===== config.mk =====
export PLATFORM = sky130hd
export DESIGN_NAME = pifb_top
export DESIGN_NICKNAME = d
export VERILOG_FILES = /design/src/hdl/pifb_pkg.sv /design/src/hdl/pifb_bank_if.sv /design/src/hdl/pifb_bank.sv /design/src/hdl/pifb_top.sv
export SDC_FILE = /design/constraint.sdc
export NUM_CORES = 1
export LEC_CHECK = 0
export ABC_AREA = 1
export BUFFER_PORTS_ARGS = -buffer_cell sky130_fd_sc_hd__buf_2
export CAP_MARGIN = 10
export CORE_MARGIN = 10
export CORE_UTILIZATION = 43
export CTS_BUF_LIST = sky130_fd_sc_hd__clkbuf_16
export DETAILED_ROUTE_END_ITERATION = 7
export GPL_ROUTABILITY_DRIVEN = 0
export PLACE_DENSITY = 0.74
export SETUP_SLACK_MARGIN = 0.4
export SYNTH_ARGS = -nofsm -noshare
export SYNTH_HDL_FRONTEND = slang
export SYNTH_SLANG_ARGS = --single-unit

===== constraint.sdc =====
create_clock -name aclk -period 1.3 [get_ports aclk]
set_clock_uncertainty 0.15 [all_clocks]
set_input_delay 0.195 -clock aclk [delete_from_list [all_inputs] [get_ports aclk]]
set_output_delay 0.195 -clock aclk [all_outputs]
set_load 0.03 [all_outputs]

===== src/hdl/pifb_pkg.sv =====
package pifb_pkg;
  // register byte addresses on the bus
  localparam logic [7:0] FLAGS_OFFSET     = 8'h0C;
  localparam logic [7:0] ENABLES_OFFSET   = 8'h8C;
  localparam logic [7:0] CORE_CTRL_OFFSET = 8'h10;

  // bit positions shared by the flag and enable registers
  localparam int unsigned PARPORT_BIT  = 7;
  localparam int unsigned ADC_BIT      = 6;
  localparam int unsigned RX_BIT       = 5;
  localparam int unsigned TX_BIT       = 4;
  localparam int unsigned SYNC_BIT     = 3;
  localparam int unsigned CAPCMP_BIT   = 2;
  localparam int unsigned TIMER_B_BIT  = 1;
  localparam int unsigned TIMER_A_BIT  = 0;

  // core control bits
  localparam int unsigned GLOBAL_EN_BIT = 7;
  localparam int unsigned GROUP_EN_BIT  = 6;

  // values after reset
  localparam logic [7:0] FLAGS_RESET   = 8'h00;
  localparam logic [7:0] ENABLES_RESET = 8'h00;
  localparam logic [7:0] CTRL_RESET    = 8'h00;

  // masks
  localparam logic [7:0] LEVEL_MASK   = 8'h30;
  localparam logic [7:0] FULL_IMPL    = 8'hFF;
  localparam logic [7:0] REDUCED_IMPL = 8'h4F;
  localparam logic [7:0] CTRL_MASK    = 8'hC0;

  // axi answers
  localparam logic [1:0] RESP_OKAY   = 2'h0;
  localparam logic [1:0] RESP_SLVERR = 2'h2;

  typedef logic [7:0] pifb_byte_t;
endpackage


===== src/hdl/pifb_bank_if.sv =====
`timescale 1ns/10ps
interface pifb_bank_if;
  import pifb_pkg::*;
  pifb_byte_t events;
  pifb_byte_t levels;
  pifb_byte_t wdata;
  logic       wr_flags;
  logic       wr_enables;
  pifb_byte_t flags;
  pifb_byte_t enables;

  modport ctrl (output events, levels, wdata, wr_flags, wr_enables,
                input  flags, enables);
  modport bank (input  events, levels, wdata, wr_flags, wr_enables,
                output flags, enables);
endinterface


===== src/hdl/pifb_bank.sv =====
`timescale 1ns/10ps
module pifb_bank #(
  parameter logic [7:0] IMPL = 8'hFF
) (
  // clock and reset
  input  wire logic   aclk,
  input  wire logic   aresetn,
  // register side
  pifb_bank_if.bank   bus
);
  import pifb_pkg::*;

  pifb_byte_t en_q;
  pifb_byte_t flag_q;
  wire [7:0]  en_d;
  wire [7:0]  flag_d;

  for (genvar i = 0; i < 8; i++) begin : g_bit
    assign en_d[i] = bus.wr_enables ? bus.wdata[i] : en_q[i];
    // event beats a software clear in the same cycle
    assign flag_d[i] = LEVEL_MASK[i] ? bus.levels[i] :
                       bus.events[i] ? 1'b1 :
                       bus.wr_flags  ? bus.wdata[i] : flag_q[i];
  end

  always_ff @(posedge aclk) begin
    if (!aresetn) begin
      en_q <= ENABLES_RESET;
    end else begin
      en_q <= en_d & IMPL;
    end
  end

  always_ff @(posedge aclk) begin
    if (!aresetn) begin
      flag_q <= FLAGS_RESET;
    end else begin
      flag_q <= flag_d & IMPL;
    end
  end

  assign bus.flags   = flag_q;
  assign bus.enables = en_q;
endmodule


===== src/hdl/pifb_top.sv =====
// Notes on behaviour
// - every flag sets on its event, whatever the enables say.
// - enable register holds eight read/write enables, bit7 parport to bit0 timer A.
// - adc enable passes or blocks the conversion-done request.
// - serial receive enable passes or blocks the buffer-full request.
// - serial transmit enable passes or blocks the buffer-empty request.
// - sync serial and capture/compare enables pass or block their requests.
// - flags use enable bit order; rx and tx flags are read-only.
// - parport flag sets on any external access, held until software clears.
// - adc flag sets on conversion done, held until software clears.
// - rx flag mirrors a full receive buffer; writes do not clear it.
// - tx flag is high while transmit buffer is empty.
// - sync serial flag sets when a transfer finishes, software clears it.
// - capcmp flag sets on capture or compare, unused in pwm mode.
// - timer B match and timer A overflow flags held until cleared.
// - reduced variant has bits 7, 5, 4 unimplemented, reading zero.
// - all implemented bits reset to zero.
// - peripheral request on irq_req also needs the group enable; periph_pending does not.
// - global enable gates irq_req only; periph_pending is not gated; flags still set.
`timescale 1ns/10ps
module pifb_top
  import pifb_pkg::*;
#(
  parameter bit REDUCED_VARIANT = 1'b0
) (
  // clock and reset
  input  wire logic        aclk,
  input  wire logic        aresetn,
  // axi4-lite write address
  input  wire logic [7:0]  s_axi_awaddr,
  input  wire logic        s_axi_awvalid,
  output logic             s_axi_awready,
  // axi4-lite write data
  input  wire logic [31:0] s_axi_wdata,
  input  wire logic [3:0]  s_axi_wstrb,
  input  wire logic        s_axi_wvalid,
  output logic             s_axi_wready,
  // axi4-lite write response
  output logic [1:0]       s_axi_bresp,
  output logic             s_axi_bvalid,
  input  wire logic        s_axi_bready,
  // axi4-lite read address
  input  wire logic [7:0]  s_axi_araddr,
  input  wire logic        s_axi_arvalid,
  output logic             s_axi_arready,
  // axi4-lite read data
  output logic [31:0]      s_axi_rdata,
  output logic [1:0]       s_axi_rresp,
  output logic             s_axi_rvalid,
  input  wire logic        s_axi_rready,
  // peripheral events, one-cycle pulses, plus the capcmp pwm mode level
  input  wire logic        parport_access,
  input  wire logic        adc_done,
  input  wire logic        sync_serial_done,
  input  wire logic        capcmp_one_event,
  input  wire logic        capcmp_pwm_mode,
  input  wire logic        timer_b_match,
  input  wire logic        timer_a_ovf,
  // serial buffer levels
  input  wire logic        serial_rx_full,
  input  wire logic        serial_tx_empty,
  // toward the core
  output logic             periph_pending,
  output logic             irq_req
);
  import pifb_pkg::*;

  localparam logic [7:0] IMPL = REDUCED_VARIANT ? REDUCED_IMPL : FULL_IMPL;

  pifb_bank_if bank_bus ();

  // write channel state
  logic        awready_q;
  logic        wready_q;
  logic        aw_got_q;
  logic        w_got_q;
  logic [7:0]  waddr_q;
  pifb_byte_t  wbyte_q;
  logic        wlane_q;
  logic        bvalid_q;
  logic [1:0]  bresp_q;
  logic        aw_got_d;
  logic        w_got_d;
  logic        bvalid_d;
  logic        aw_hs;
  logic        w_hs;
  logic        b_hs;
  logic        do_wr;
  logic        wr_hit;

  // read channel state
  logic        arready_q;
  logic        rvalid_q;
  logic        rvalid_d;
  logic [31:0] rdata_q;
  logic [1:0]  rresp_q;
  pifb_byte_t  rd_byte;
  logic        rd_hit;
  logic        ar_hs;
  logic        r_hs;

  // interrupt state
  pifb_byte_t  ctrl_q;
  logic        pending_q;
  logic        irq_req_q;
  logic        pending_d;

  assign aw_hs = s_axi_awvalid && awready_q;
  assign w_hs  = s_axi_wvalid && wready_q;
  assign b_hs  = bvalid_q && s_axi_bready;
  assign ar_hs = s_axi_arvalid && arready_q;
  assign r_hs  = rvalid_q && s_axi_rready;

  // address and data may come in either order; commit once both are held
  assign do_wr    = aw_got_q && w_got_q && !bvalid_q;
  assign aw_got_d = (aw_got_q || aw_hs) && !do_wr;
  assign w_got_d  = (w_got_q || w_hs) && !do_wr;
  assign bvalid_d = (bvalid_q || do_wr) && !b_hs;

  always_ff @(posedge aclk) begin
    if (!aresetn) begin
      aw_got_q  <= 1'b0;
      w_got_q   <= 1'b0;
      bvalid_q  <= 1'b0;
      awready_q <= 1'b0;
      wready_q  <= 1'b0;
    end else begin
      aw_got_q  <= aw_got_d;
      w_got_q   <= w_got_d;
      bvalid_q  <= bvalid_d;
      awready_q <= !aw_got_d && !bvalid_d;
      wready_q  <= !w_got_d && !bvalid_d;
    end
  end

  always_ff @(posedge aclk) begin
    if (!aresetn) begin
      waddr_q <= 8'h00;
    end else if (aw_hs) begin
      waddr_q <= s_axi_awaddr;
    end
  end

  always_ff @(posedge aclk) begin
    if (!aresetn) begin
      wbyte_q <= 8'h00;
      wlane_q <= 1'b0;
    end else if (w_hs) begin
      wbyte_q <= s_axi_wdata[7:0];
      wlane_q <= s_axi_wstrb[0];
    end
  end

  always_comb begin
    if (waddr_q == FLAGS_OFFSET) begin
      wr_hit = 1'b1;
    end else if (waddr_q == ENABLES_OFFSET) begin
      wr_hit = 1'b1;
    end else if (waddr_q == CORE_CTRL_OFFSET) begin
      wr_hit = 1'b1;
    end else begin
      wr_hit = 1'b0;
    end
  end

  always_ff @(posedge aclk) begin
    if (!aresetn) begin
      bresp_q <= RESP_OKAY;
    end else if (do_wr) begin
      bresp_q <= wr_hit ? RESP_OKAY : RESP_SLVERR;
    end
  end

  // a write whose low lane is off stores nothing but still answers okay
  assign bank_bus.wdata      = wbyte_q;
  assign bank_bus.wr_flags   = do_wr && wlane_q && (waddr_q == FLAGS_OFFSET);
  assign bank_bus.wr_enables = do_wr && wlane_q && (waddr_q == ENABLES_OFFSET);

  always_ff @(posedge aclk) begin
    if (!aresetn) begin
      ctrl_q <= CTRL_RESET;
    end else if (do_wr && wlane_q && (waddr_q == CORE_CTRL_OFFSET)) begin
      ctrl_q <= wbyte_q & CTRL_MASK;
    end
  end

  // event sources; pwm mode leaves the capture/compare flag alone
  assign bank_bus.events = {parport_access,
                            adc_done,
                            2'b00,
                            sync_serial_done,
                            capcmp_one_event && !capcmp_pwm_mode,
                            timer_b_match,
                            timer_a_ovf};
  assign bank_bus.levels = {2'b00, serial_rx_full, serial_tx_empty, 4'h0};

  pifb_bank #(
    .IMPL (IMPL)
  ) u_bank (
    .aclk    (aclk),
    .aresetn (aresetn),
    .bus     (bank_bus)
  );

  // read path: one register stage, answer one cycle after the address
  always_comb begin
    if (s_axi_araddr == FLAGS_OFFSET) begin
      rd_byte = bank_bus.flags;
      rd_hit  = 1'b1;
    end else if (s_axi_araddr == ENABLES_OFFSET) begin
      rd_byte = bank_bus.enables;
      rd_hit  = 1'b1;
    end else if (s_axi_araddr == CORE_CTRL_OFFSET) begin
      rd_byte = ctrl_q;
      rd_hit  = 1'b1;
    end else begin
      rd_byte = 8'h00;
      rd_hit  = 1'b0;
    end
  end

  assign rvalid_d = (rvalid_q || ar_hs) && !r_hs;

  always_ff @(posedge aclk) begin
    if (!aresetn) begin
      rvalid_q  <= 1'b0;
      arready_q <= 1'b0;
    end else begin
      rvalid_q  <= rvalid_d;
      arready_q <= !rvalid_d;
    end
  end

  always_ff @(posedge aclk) begin
    if (!aresetn) begin
      rdata_q <= 32'h0000_0000;
      rresp_q <= RESP_OKAY;
    end else if (ar_hs) begin
      rdata_q <= {24'h00_0000, rd_byte};
      rresp_q <= rd_hit ? RESP_OKAY : RESP_SLVERR;
    end
  end

  // request toward the core; registered, so one cycle behind the flags
  assign pending_d = |(bank_bus.flags & bank_bus.enables);

  always_ff @(posedge aclk) begin
    if (!aresetn) begin
      pending_q <= 1'b0;
      irq_req_q <= 1'b0;
    end else begin
      pending_q <= pending_d;
      irq_req_q <= pending_d && ctrl_q[GROUP_EN_BIT]
                   && ctrl_q[GLOBAL_EN_BIT];
    end
  end

  assign s_axi_awready  = awready_q;
  assign s_axi_wready   = wready_q;
  assign s_axi_bvalid   = bvalid_q;
  assign s_axi_bresp    = bresp_q;
  assign s_axi_arready  = arready_q;
  assign s_axi_rvalid   = rvalid_q;
  assign s_axi_rdata    = rdata_q;
  assign s_axi_rresp    = rresp_q;
  assign periph_pending = pending_q;
  assign irq_req        = irq_req_q;

  pifb_byte_t edge_ev;
  assign edge_ev = bank_bus.events & IMPL & ~LEVEL_MASK;
endmodule


==> metrics.md, run 1 <==
| Metric | Value |
|---|---|
| Fin crit share | `106.8%` |
| DRC violations left | `0` |
| Final Hold Viols | `2` |
| GRT overflow | `0` |
| Clk Latency, worst-skew pair | `0.28 ns` |
| Vias in the first global route | `2549` |
| P_int | `2.858 mW` |
| Layout Cells excl Fill | `515` |
| Violation count after the first detailed-route iteration | `138` |
| Hold EP | `waddr_q[0]` |
| Status | `finished, violations left` |
| Fillers | `425` |
| CTS sink cnt | `54` |
| First-pass GRT wire length | `11.87 mm` |
| #FFs+latches synth | `54` |
| Top layer used by detailed routing | `met4` |
| Peak Freq | `0.7204 GHz` |
| Via count | `2517` |
| TritonCTS clock tree | `done` |
| Failing checks | `hold timing, setup timing` |
| Drt pass-1 iters | `4` |
| Wirelength per Cell | `14.86 um` |
| Root buf cell | `clkbuf_16` |
| Input/output buffers | `57` |
| Reg power frac | `45.8%` |
| Rows | `27` |
| Cell variety after synth | `30` |
| Starting density of the core | `45.27%` |
| Area of the core | `5608 um2` |
| Switching part of the total power | `29.46%` |
| Post-Syn Area | `2539 um2` |
| VDD IR max | `0.0009423 V` |
| Synthesized area per cell | `7.511 um2` |
| R2R depth | `5` |
| Met1 wire length | `2.963 mm` |
| Synth warnings | `0` |
| Nets | `510` |
| Post-DR vias/cell | `4.887` |
| Worst reg2reg endpoint | `ctrl_q[7]` |
| Combinational share of power | `23.1%` |
| Ant diodes | `0` |
| Clk slew on worst S/H paths | `0.07 ns` |
| Most common cell after layout, fill and taps aside | `buf_6` |
| CP Capture Type | `flip-flop` |
| Worst r2r src | `waddr_q[2]` |
| Die height | `96.84 um` |
| TritonCTS Buffers | `5` |
| Hold buffer count at CTS | `2` |
| Hold Path Stages | `3` |
| Max-slew violation count | `0` |
| Met3 WL | `455 um` |
| Top Ports | `111` |
| Met2 WL | `4.135 mm` |
| Hpwl dp | `4.820 mm` |
| Final WS setup | `-0.08813 ns` |
| Minimum clock period | `1.388 ns` |
| Htree depth | `2` |
| Cell Pwr Density | `1014 nW/um2` |
| CTS Buffer Depth | `2` |
| Multi-input gate area | `1548 um2` |
| CP Launch Type | `flip-flop` |
| Post-Route WL | `7.655 mm` |
| Layout area overhead | `57.37%` |
| Hold/Removal Path Class | `in -> reg` |
| Die area | `9377 um2` |
| Largest net degree at the start of global routing | `23` |
| Hold Startpoint | `s_axi_awaddr[0]` |
| Clock power share | `31.1%` |
| Layout cells sized above 1 | `51.24%` |
| Max cap viols | `0` |
| Reg2reg setup slack | `-0.09 ns` |
| Placed cells | `473` |
| Critical path arrival | `1.42 ns` |
| Most frequent cells in the layout | `buf_6 (37), buf_2 (36), nand2_1 (35)` |
| Post-DRT Antenna Nets | `0` |
| Synth Instances | `338` |
| Initial antenna violation count | `0` |
| Psw | `1.193 mW` |
| Final setup viols | `15` |
| CP required | `1.33 ns` |
| GRT Total Usage | `14.82%` |
| Register area | `1132 um2` |
| Sequential area share after synthesis | `42.58%` |
| Die Span X | `96.84 um` |
| Worst hold slack | `-0.009253 ns` |
| RSZ-0062 raised after global routing | `yes` |
| Leak | `1.899 nW` |
| Crit path kind | `reg -> reg` |
| Worst-path maximum fanout | `4` |
==> kinds of logic after synthesis <==
family | synth area share, %
and+or+nand+nor | 26.96
other | 0.1477
DFF | 42.58
buffers and inverters | 15.43
AOI/OAI and AO/OA | 14.88
==> synthesized netlist by cell type <==
cell type / number / area (um2)
clkinv_1: 1 / 3.750
nor2_2: 2 / 12.51
a31oi_1: 6 / 37.54
nor2_1: 45 / 168.9
nor3_4: 2 / 32.53
nand3b_4: 1 / 20.02
nand2_1: 51 / 191.4
nand3_1: 24 / 120.1
nand4_1: 1 / 6.260
nand3_2: 1 / 10.01
a22o_1: 1 / 8.760
nand3_4: 1 / 17.52
o22ai_1: 1 / 6.260
dfxtp_1: 54 / 1081
nand2_4: 1 / 11.26
nor2_4: 2 / 22.52
clkbuf_1: 7 / 26.28
inv_1: 39 / 146.4
a21o_1: 6 / 45.04
buf_8: 1 / 15.01
or2_4: 1 / 8.760
buf_2: 1 / 5.000
nand2_2: 1 / 6.260
o21ai_0: 29 / 145.1
buf_4: 26 / 195.2
nor3_1: 2 / 10.01
nor2_8: 2 / 40.04
and2_1: 1 / 6.260
conb_1: 1 / 3.750
a21oi_1: 27 / 135.1
==> layer usage <==
| metal | GRT usage (%) | up-vias |
|---|---|---|
| met2 | 27.04 | 70 |
| met4 | 4.397 | 0 |
| met5 | 0 | - |
| met3 | 4.755 | 10 |
| li1 | - | 1254 |
| met1 | 15.73 | 1183 |
==> cell type report <==
type                            instances  share of cell area [%]
Inverter                               40                   4.698
Clock inverter                          3                  0.3132
Multi-Input combinational cell        238                   38.74
Tap cell                               72                   2.255
Clock buffer                            5                   3.132
Timing Repair Buffer                  103                   22.52
Sequential cell                        54                   28.34
==> worst max-delay path by stage <==
stage                    startpoint  slack, ns                   to
global placement    s_axi_araddr[1]      -0.04       s_axi_rdata[1]
detailed placement  s_axi_araddr[1]      -0.06       s_axi_rdata[1]
floorplan              s_axi_bvalid       0.02            ctrl_q[7]
finish                   waddr_q[2]      -0.09            ctrl_q[7]
global route           s_axi_bvalid      -0.16  u_bank.bus.flags[6]
CTS                      waddr_q[0]      -0.04  u_bank.bus.flags[6]
==> power groups by stage <==
stage | Sequential (mW) | Clock (mW) | Combinational (mW)
after floorplan | 1.90 | 0 | 0.428
after global placement | 1.85 | 0 | 0.587
after detailed placement | 1.85 | 0 | 0.601
after CTS | 1.85 | 1.27 | 0.784
after global routing | 1.87 | 1.36 | 1.01
final | 1.86 | 1.26 | 0.935
==> what timing repair did <==
item | CTS | global route
pin swaps | 31 | 23
endpoints found under the hold margin | 12 | 2
gates cloned | 3 | 1
setup buffers | 13 | 15
setup endpoints to repair | 68 | 70
resized for setup | 124 | 52
==> stage by stage <==
stage | total power [mW] | setup TNS (ns) | cell area (um2) | util [%] | setup slack (ns)
2_1_floorplan | 2.331 | 0 | 2733 | - | 0.02315
6_report | 4.051 | -0.6574 | 3995 | 71.24 | -0.08813
3_5_place_dp | 2.456 | -0.8699 | 2998 | 53.46 | -0.05677
5_1_grt | 4.232 | -1.894 | 3995 | 71.24 | -0.1568
4_1_cts | 3.910 | -0.2962 | 3669 | 65.42 | -0.04125
3_3_place_gp | 2.437 | -0.4326 | 2998 | 53.46 | -0.04245
==> flip-flops by register name, indices dropped and copies added, names as in the netlist, 2 cells and up <==
register / cells
bank_bus.wdata: 8
s_axi_rdata: 8
u_bank.bus.enables: 8
u_bank.bus.flags: 8
waddr_q: 8
ctrl_q: 2
==> worst max-delay path: stages (launching register included) <==
cell and delay, ns:
dfxtp_4 0.36, or2_4 0.25, nor3_4 0.28, nand2_2 0.09
nand2_1 0.09, a21oi_2 0.05
Power figures use the tool's default switching activity.
==> inputs of run 2 (changes only) <==
--- a/config.mk
+++ b/config.mk
@@ -5,15 +5,14 @@
 export SDC_FILE = /design/constraint.sdc
 export NUM_CORES = 1
 export LEC_CHECK = 0
-export ABC_AREA = 1
 export BUFFER_PORTS_ARGS = -buffer_cell sky130_fd_sc_hd__buf_2
 export CAP_MARGIN = 10
 export CORE_MARGIN = 10
-export CORE_UTILIZATION = 43
+export CORE_UTILIZATION = 42
 export CTS_BUF_LIST = sky130_fd_sc_hd__clkbuf_16
 export DETAILED_ROUTE_END_ITERATION = 7
 export GPL_ROUTABILITY_DRIVEN = 0
-export PLACE_DENSITY = 0.74
+export PLACE_DENSITY = 0.73
 export SETUP_SLACK_MARGIN = 0.4
 export SYNTH_ARGS = -nofsm -noshare
 export SYNTH_HDL_FRONTEND = slang
==> run 2 against run 1 <==
Against the previous run:
- the flow still finishes with violations (hold timing, setup timing)
- via count decreased by 11%
- count of clock-buffer cells in the layout unchanged
- final cell count decreased by 15%
- wire length decreased by 5.6%
- fmax decreased by 14%
- synthesized cell count decreased by 17%
- critical endpoint is now u_bank.bus.flags[2]
- largest cell class unchanged
- highest routed layer unchanged
==> metrics.md, run 2 <==
| Metric | Value |
|---|---|
| Crit path largest cell delay | `0.34 ns (-0.02 ns)` |
| Htree depth | `2 (unchanged)` |
| Worst hold slack | `-0.04768 ns (-0.03842 ns)` |
| First-pass GRT wire length | `10.38 mm (-13%)` |
| Worst path depth | `5 (unchanged)` |
| Top Ports | `111 (unchanged)` |
| CP Capture Type | `flip-flop` |
| Post-synth ARST share | `0% (unchanged)` |
| Nets | `434 (-15%)` |
| Input/output buffers | `57 (unchanged)` |
| Ys flop type | `dfxtp_1` |
| Clk slew on worst S/H paths | `0.07 ns (about the same)` |
| Final Hold Viols | `13 (+11)` |
| Critical path arrival | `1.69 ns (+0.27 ns)` |
| Top cells by area, synth | `dfxtp_1 (45%), nand2_1 (9.1%), buf_4 (8.4%), a21oi_1 (6.4%), mux2i_1 (3.7%)` |
| Placed cell areas | `2861 um2 (-4.5%)` |
| Synth Instances | `279 (-17%)` |
| Post-DR vias/cell | `5.112 (+4.6%)` |
| Placed cells | `411 (-13%)` |
| Largest net degree at the start of global routing | `27 (+17%)` |
| RSZ-0062 raised after global routing | `yes` |
| Drt pass-1 iters | `4 (unchanged)` |
| Post-synth EDFFs | `0 (unchanged)` |
| Leak | `1.498 nW (-21%)` |
| CTS Buffer Depth | `2 (unchanged)` |
| CP Launch Type | `flip-flop` |
| Ant diodes | `0 (unchanged)` |
| Cell variety after synth | `38 (+27%)` |
| Via count | `2244 (-11%)` |
| TritonCTS Buffers | `5 (unchanged)` |
| Most common cell after layout, fill and taps aside | `buf_2` |
| Post-DRT Antenna Nets | `0 (unchanged)` |
| Most frequent cells after synthesis | `nand2_1 (59), dfxtp_1 (54), a21oi_1 (31)` |
| Fin crit share | `124.1% (+17 points)` |
| Minimum clock period | `1.614 ns (+0.2255 ns)` |
| GRT overflow | `0 (unchanged)` |
| Reg2reg setup slack | `-0.31 ns (-0.23 ns)` |
| Layout cells sized above 1 | `56.68% (+5.4 points)` |
| CP max-delay cell | `dfxtp_2` |
| Die area | `9216 um2 (-1.7%)` |
| CP required | `1.38 ns (+0.05 ns)` |
| WP buf/inv | `1 (+1)` |
| Die Span X | `96 um (-0.86%)` |
| Failing checks | `hold timing, setup timing` |
| GRT Total Usage | `14.18% (-0.64 points)` |
| Post-Syn Area | `2426 um2 (-4.4%)` |
| Synth warnings | `0 (unchanged)` |
| Vias in the first global route | `2228 (-13%)` |
| Root buf cell | `clkbuf_16` |
| Hpwl dp | `4.579 mm (-5.0%)` |
| Crit path max-delay family | `simple AND/OR/NAND/NOR gates` |
| Cell Pwr Density | `1029 nW/um2 (+1.4%)` |
| Wirelength per Cell | `16.46 um (+11%)` |
| Final setup viols | `17 (+2)` |
| TritonCTS clock tree | `done` |
| Hold/Removal Path Class | `in -> reg` |
| Peak Freq | `0.6197 GHz (-14%)` |
| Most frequent cells in the layout | `buf_2 (38), nand2_1 (37), dfxtp_1 (30)` |
| Layout area overhead | `51.11%` |
| Crit path cell chain | `nor4_4 -> buf_4 -> nand4_4 -> mux2i_4 -> a21oi_2` |
| Top cell type's share of synthesized area | `44.56% (+2.0 points)` |
| #FFs+latches synth | `54 (unchanged)` |
| VDD IR max | `0.0008054 V (-15%)` |
| Die height | `96 um (-0.86%)` |
| Count leader, synth | `nand2_1` |
| Final WS setup | `-0.3136 ns (-0.2255 ns)` |
| Max cap viols | `0 (unchanged)` |
| Clk Latency, worst-skew pair | `0.30 ns (+0.02 ns)` |
| Initial antenna violation count | `0 (unchanged)` |
| Area of the core | `5540 um2 (-1.2%)` |
| Rows | `27 (unchanged)` |
| Synthesized area per cell | `8.696 um2 (+16%)` |
| Status | `finished, violations left` |
| Yosys top cell by area | `dfxtp_1` |
| Hold Path Stages | `2 (-1)` |
| CTS sink cnt | `54 (unchanged)` |
| Crit path kind | `reg -> reg` |
| Sequential area share after synthesis | `44.56% (+2.0 points)` |
| R2R depth | `5 (unchanged)` |
| Post-Route WL | `7.224 mm (-5.6%)` |
| Starting density of the core | `43.79% (-1.5 points)` |
| Design Area, Final | `3666 um2 (-8.2%)` |
| Max-slew violation count | `0 (unchanged)` |
| Layout Cells excl Fill | `439 (-15%)` |
| Violation count after the first detailed-route iteration | `133 (-3.6%)` |
| DRC violations left | `0 (unchanged)` |
| Worst-path maximum fanout | `6 (+2)` |
-- run 2: path summary, 6_finish.rpt --
| kind | start | endpoint |
|---|---|---|
| worst max register to register | waddr_q[0] | u_bank.bus.flags[2] |
| worst max-delay path | waddr_q[0] | u_bank.bus.flags[2] |
| worst min-delay path | serial_tx_empty | u_bank.bus.flags[4] |
| worst min register to register | bank_bus.wdata[5] | bank_bus.wdata[5] |
-- run 2: layout make-up --
cell class / instances / area (um2)
Sequential cell: 54 / 1126
Multi-Input combinational cell: 209 / 1545
Inverter: 7 / 26.28
Fill cell: 404 / 1874
Tap cell: 72 / 90.09
Clock inverter: 3 / 26.28
Timing Repair Buffer: 89 / 726.9
Clock buffer: 5 / 125.1
-- run 2: per-stage QoR --
stage	TNS [ns]	util (%)	setup WS [ns]	power, mW
finish	-4.132	66.17	-0.3136	3.771
global route	-5.308	66.17	-0.3816	3.883
CTS	-3.402	62.33	-0.2430	3.694
detailed placement	-4.547	51.65	-0.2583	2.266
global placement	-3.897	51.65	-0.2194	2.254
floorplan	-2.146	-	-0.1413	2.171
-- run 2: what timing repair did --
action                     4_1_cts  5_1_grt
setup endpoints to repair       69       69
resized for setup               99       38
gates cloned                     5        0
pin swaps                       18       26
hold endpoints to repair        14        8
buffers inserted                 7        8
-- run 2: power breakdown --
group | internal [mW] | switching [mW]
registers | 1.71 | 0.0674
clock network | 0.725 | 0.628
logic | 0.262 | 0.375
-- run 2: logic make-up (layout without fill, tap and decap cells) --
kind of cell | after synthesis | count (layout) | synth area share [%]
AO/OA/AOI/OAI | 55 | 55 | 13.00
buffers and inverters | 45 | 104 | 11.81
flip-flops | 54 | 54 | 44.56
multiplexers | 15 | 15 | 6.498
other | 1 | 26 | 0.1546
AND/OR/NAND/NOR | 109 | 113 | 23.98
-- run 2: metal layers --
metal,track usage [%],vias to the layer above,part of all wire [%]
met1,14.96,1062,38
met4,7.985,0,3.5
met5,0,-,0
met3,3.813,21,6.2
met2,24.94,77,52
li1,-,1084,-
-- run 2: worst register-to-register path, cell delays in order, from the launching register on --
cell and delay (ns):
dfxtp_2 0.34, nor4_4 0.28, buf_4 0.17, nand4_4 0.19, mux2i_4 0.26, a21oi_2 0.15
==> inputs of run 3 (changes only) <==
--- a/config.mk
+++ b/config.mk
@@ -7,13 +7,16 @@
 export LEC_CHECK = 0
 export BUFFER_PORTS_ARGS = -buffer_cell sky130_fd_sc_hd__buf_2
 export CAP_MARGIN = 10
+export CELL_PAD_IN_SITES_DETAIL_PLACEMENT = 0
+export CELL_PAD_IN_SITES_GLOBAL_PLACEMENT = 1
 export CORE_MARGIN = 10
-export CORE_UTILIZATION = 42
+export CORE_UTILIZATION = 30
 export CTS_BUF_LIST = sky130_fd_sc_hd__clkbuf_16
 export DETAILED_ROUTE_END_ITERATION = 7
 export GPL_ROUTABILITY_DRIVEN = 0
 export PLACE_DENSITY = 0.73
 export SETUP_SLACK_MARGIN = 0.4
+export SLEW_MARGIN = 20
 export SYNTH_ARGS = -nofsm -noshare
 export SYNTH_HDL_FRONTEND = slang
 export SYNTH_SLANG_ARGS = --single-unit
==> run 3 against run 2 <==
Against the previous run:
- the run still ends with hold timing, setup timing left
- worst setup slack gained 0.066 ns
- critical path depth is the same
- first-iteration DRC count shrank 63%
- sequential cell count is the same
- combinational power shrank 3.9%
- wire length shrank 7.4%
- core utilization shrank 19 points
- sequential share of layout area shrank 0.26 points
- sequential power is essentially flat
- critical endpoint is now u_bank.bus.flags[0]
- largest cell class unchanged
- largest power group unchanged
- highest routed layer unchanged
==> metrics.md, run 3 (synthesis gave the netlist of run 2 again) <==
| Metric | Value |
|---|---|
| Fin crit share | `119.1% (-5.0 points)` |
| Final Total Pwr | `3.779 mW (+0.23%)` |
| Layout cells sized above 1 | `54.99% (-1.7 points)` |
| First-pass GRT wire length | `10.58 mm (+1.9%)` |
| Combinational share of power | `16.2% (-0.7 points)` |
| Die area | `12080 um2 (+31%)` |
| GRT Total Usage | `10.84% (-3.3 points)` |
| Rows | `32 (+19%)` |
| Peak Freq | `0.6460 GHz (+4.2%)` |
| Layout area overhead | `52.76%` |
| Via count | `2143 (-4.5%)` |
| Hold/Removal Path Class | `in -> reg` |
| CTS Buffer Depth | `2 (unchanged)` |
| Wirelength per Cell | `14.14 um (-14%)` |
| Ant diodes | `0 (unchanged)` |
| Nets | `438 (+0.92%)` |
| Leak | `1.538 nW (+2.7%)` |
| Final Hold Viols | `8 (-5)` |
| Minimum clock period | `1.548 ns (-0.06564 ns)` |
| Register area | `1129 um2 (+0.22%)` |
| Drt pass-1 iters | `4 (unchanged)` |
| Critical path arrival | `1.57 ns (-0.12 ns)` |
| Pre-CTS setup slack | `-0.2864 ns (-0.02810 ns)` |
| Most frequent cells in the layout | `nand2_1 (41), buf_2 (38), dfxtp_1 (28)` |
| Post-DR vias/cell | `4.531 (-11%)` |
| Fillers | `766 (+90%)` |
| TNS Setup | `-3.309 ns (+0.8221 ns)` |
| Largest net degree at the start of global routing | `25 (-7.4%)` |
| Psw | `0.9890 mW (-7.6%)` |
| Design Area, Final | `3706 um2 (+1.1%)` |
| Vias in the first global route | `2229 (+0.045%)` |
| Area of the core | `7807 um2 (+41%)` |
| Htree depth | `2 (unchanged)` |
| Crit path kind | `reg -> reg` |
| CTS sink cnt | `54 (unchanged)` |
| Input/output buffers | `57 (unchanged)` |
| Clk Latency, worst-skew pair | `0.29 ns (about the same)` |
| Final WS setup | `-0.2479 ns (+0.06564 ns)` |
| Clk slew on worst S/H paths | `0.07 ns (about the same)` |
| Placed cell areas | `2907 um2 (+1.6%)` |
| Max cap viols | `0 (unchanged)` |
| Violation count after the first detailed-route iteration | `49 (-63%)` |
| Worst-path maximum fanout | `6 (unchanged)` |
| Starting density of the core | `31.07% (-13 points)` |
| TritonCTS Buffers | `5 (unchanged)` |
| CP Launch Type | `flip-flop` |
| Post-Route WL | `6.690 mm (-7.4%)` |
| Most common cell after layout, fill and taps aside | `nand2_1` |
| Initial antenna violation count | `0 (unchanged)` |
| VDD IR max | `0.0005613 V (-30%)` |
| Final setup viols | `17 (unchanged)` |
| P_int | `2.790 mW (+3.3%)` |
| RSZ-0062 raised after global routing | `yes` |
| Max-slew violation count | `0 (unchanged)` |
| Hpwl dp | `4.705 mm (+2.7%)` |
| CP required | `1.32 ns (-0.06 ns)` |
| Worst hold slack | `-0.03874 ns (+0.008932 ns)` |
| Status | `finished, violations left` |
| GRT overflow | `0 (unchanged)` |
| Reg power frac | `47.1% (about the same)` |
| Cell Pwr Density | `1020 nW/um2 (-0.86%)` |
| Failing checks | `hold timing, setup timing` |
| Multi-input gate area | `1485 um2 (-3.9%)` |
| Clock power share | `36.7% (+0.8 points)` |
| Die height | `109.9 um (+15%)` |
| Switching part of the total power | `26.17% (-2.2 points)` |
| Die Span X | `109.9 um (+15%)` |
| Top Ports | `111 (unchanged)` |
| Post-DRT Antenna Nets | `0 (unchanged)` |
| Root buf cell | `clkbuf_16` |
| DRC violations left | `0 (unchanged)` |
| TritonCTS clock tree | `done` |
| CP Capture Type | `flip-flop` |
run 3: cell types whose count changed in the layout (fill, tap and decap cells not counted), moves of 2 or more:
cell | previous run | this run
nand2_1 | 37 | 41
nand2_2 | 19 | 15
buf_4 | 21 | 24
dfxtp_2 | 18 | 20
clkinv_4 | 3 | 0
a21oi_1 | 20 | 24
a21oi_2 | 11 | 7
dfxtp_1 | 30 | 28
run 3: worst paths after layout:
check | startpoint | end | slack [ns] | cells past startpoint
hold / removal | serial_rx_full | u_bank.bus.flags[5] | -0.04 | 2
setup reg to reg | waddr_q[6] | u_bank.bus.flags[0] | -0.25 | 5
setup / recovery | waddr_q[6] | u_bank.bus.flags[0] | -0.25 | 5
hold reg to reg | s_axi_rdata[5] | s_axi_rdata[5] | 0.31 | 2
run 3: power groups by stage:
stage / clock network (mW) / registers [mW] / logic (mW)
after global placement: 0 / 1.80 / 0.460
final: 1.39 / 1.78 / 0.612
after detailed placement: 0 / 1.80 / 0.466
after floorplan: 0 / 1.82 / 0.348
after CTS: 1.41 / 1.78 / 0.588
after global routing: 1.47 / 1.79 / 0.665
run 3: per-layer routing:
metal | part of all wire [%] | GRT usage, % | wire (um)
met1 | 43 | 12.93 | 2854
met2 | 49 | 18.46 | 3297
met3 | 7.0 | 2.984 | 468
met4 | 1.0 | 3.346 | 69
met5 | 0 | 0 | 0
run 3: final cells by class:
type / instances / area share (%)
timing repair buffer: 94 / 21.07
sequential: 54 / 30.45
multi-input combinational: 208 / 40.07
inverter: 7 / 0.7090
tap: 102 / 3.444
clock buffer: 6 / 4.051
clock inverter: 2 / 0.2026
run 3: worst max-delay path, stage by stage (launching register included):
cell	delay [ns]
dfxtp_2	0.33
nor4_4	0.30
buf_4	0.18
nand4_4	0.18
mux2i_1	0.21
a21oi_1	0.08
run 3: metrics by stage:
step           util, %  cells
3_3_place_gp     37.23    442
4_1_cts          46.06    469
2_1_floorplan        -    304
6_report         47.47    473
5_1_grt          47.47    473
3_5_place_dp     37.23    442
run 3: timing repair:
action | CTS | global route
pin swaps | 40 | 12
endpoints found under the hold margin | 9 | 3
gates resized for setup | 109 | 19
setup endpoints to repair | 69 | 69
setup buffers | 15 | 4
cloned | 4 | 0
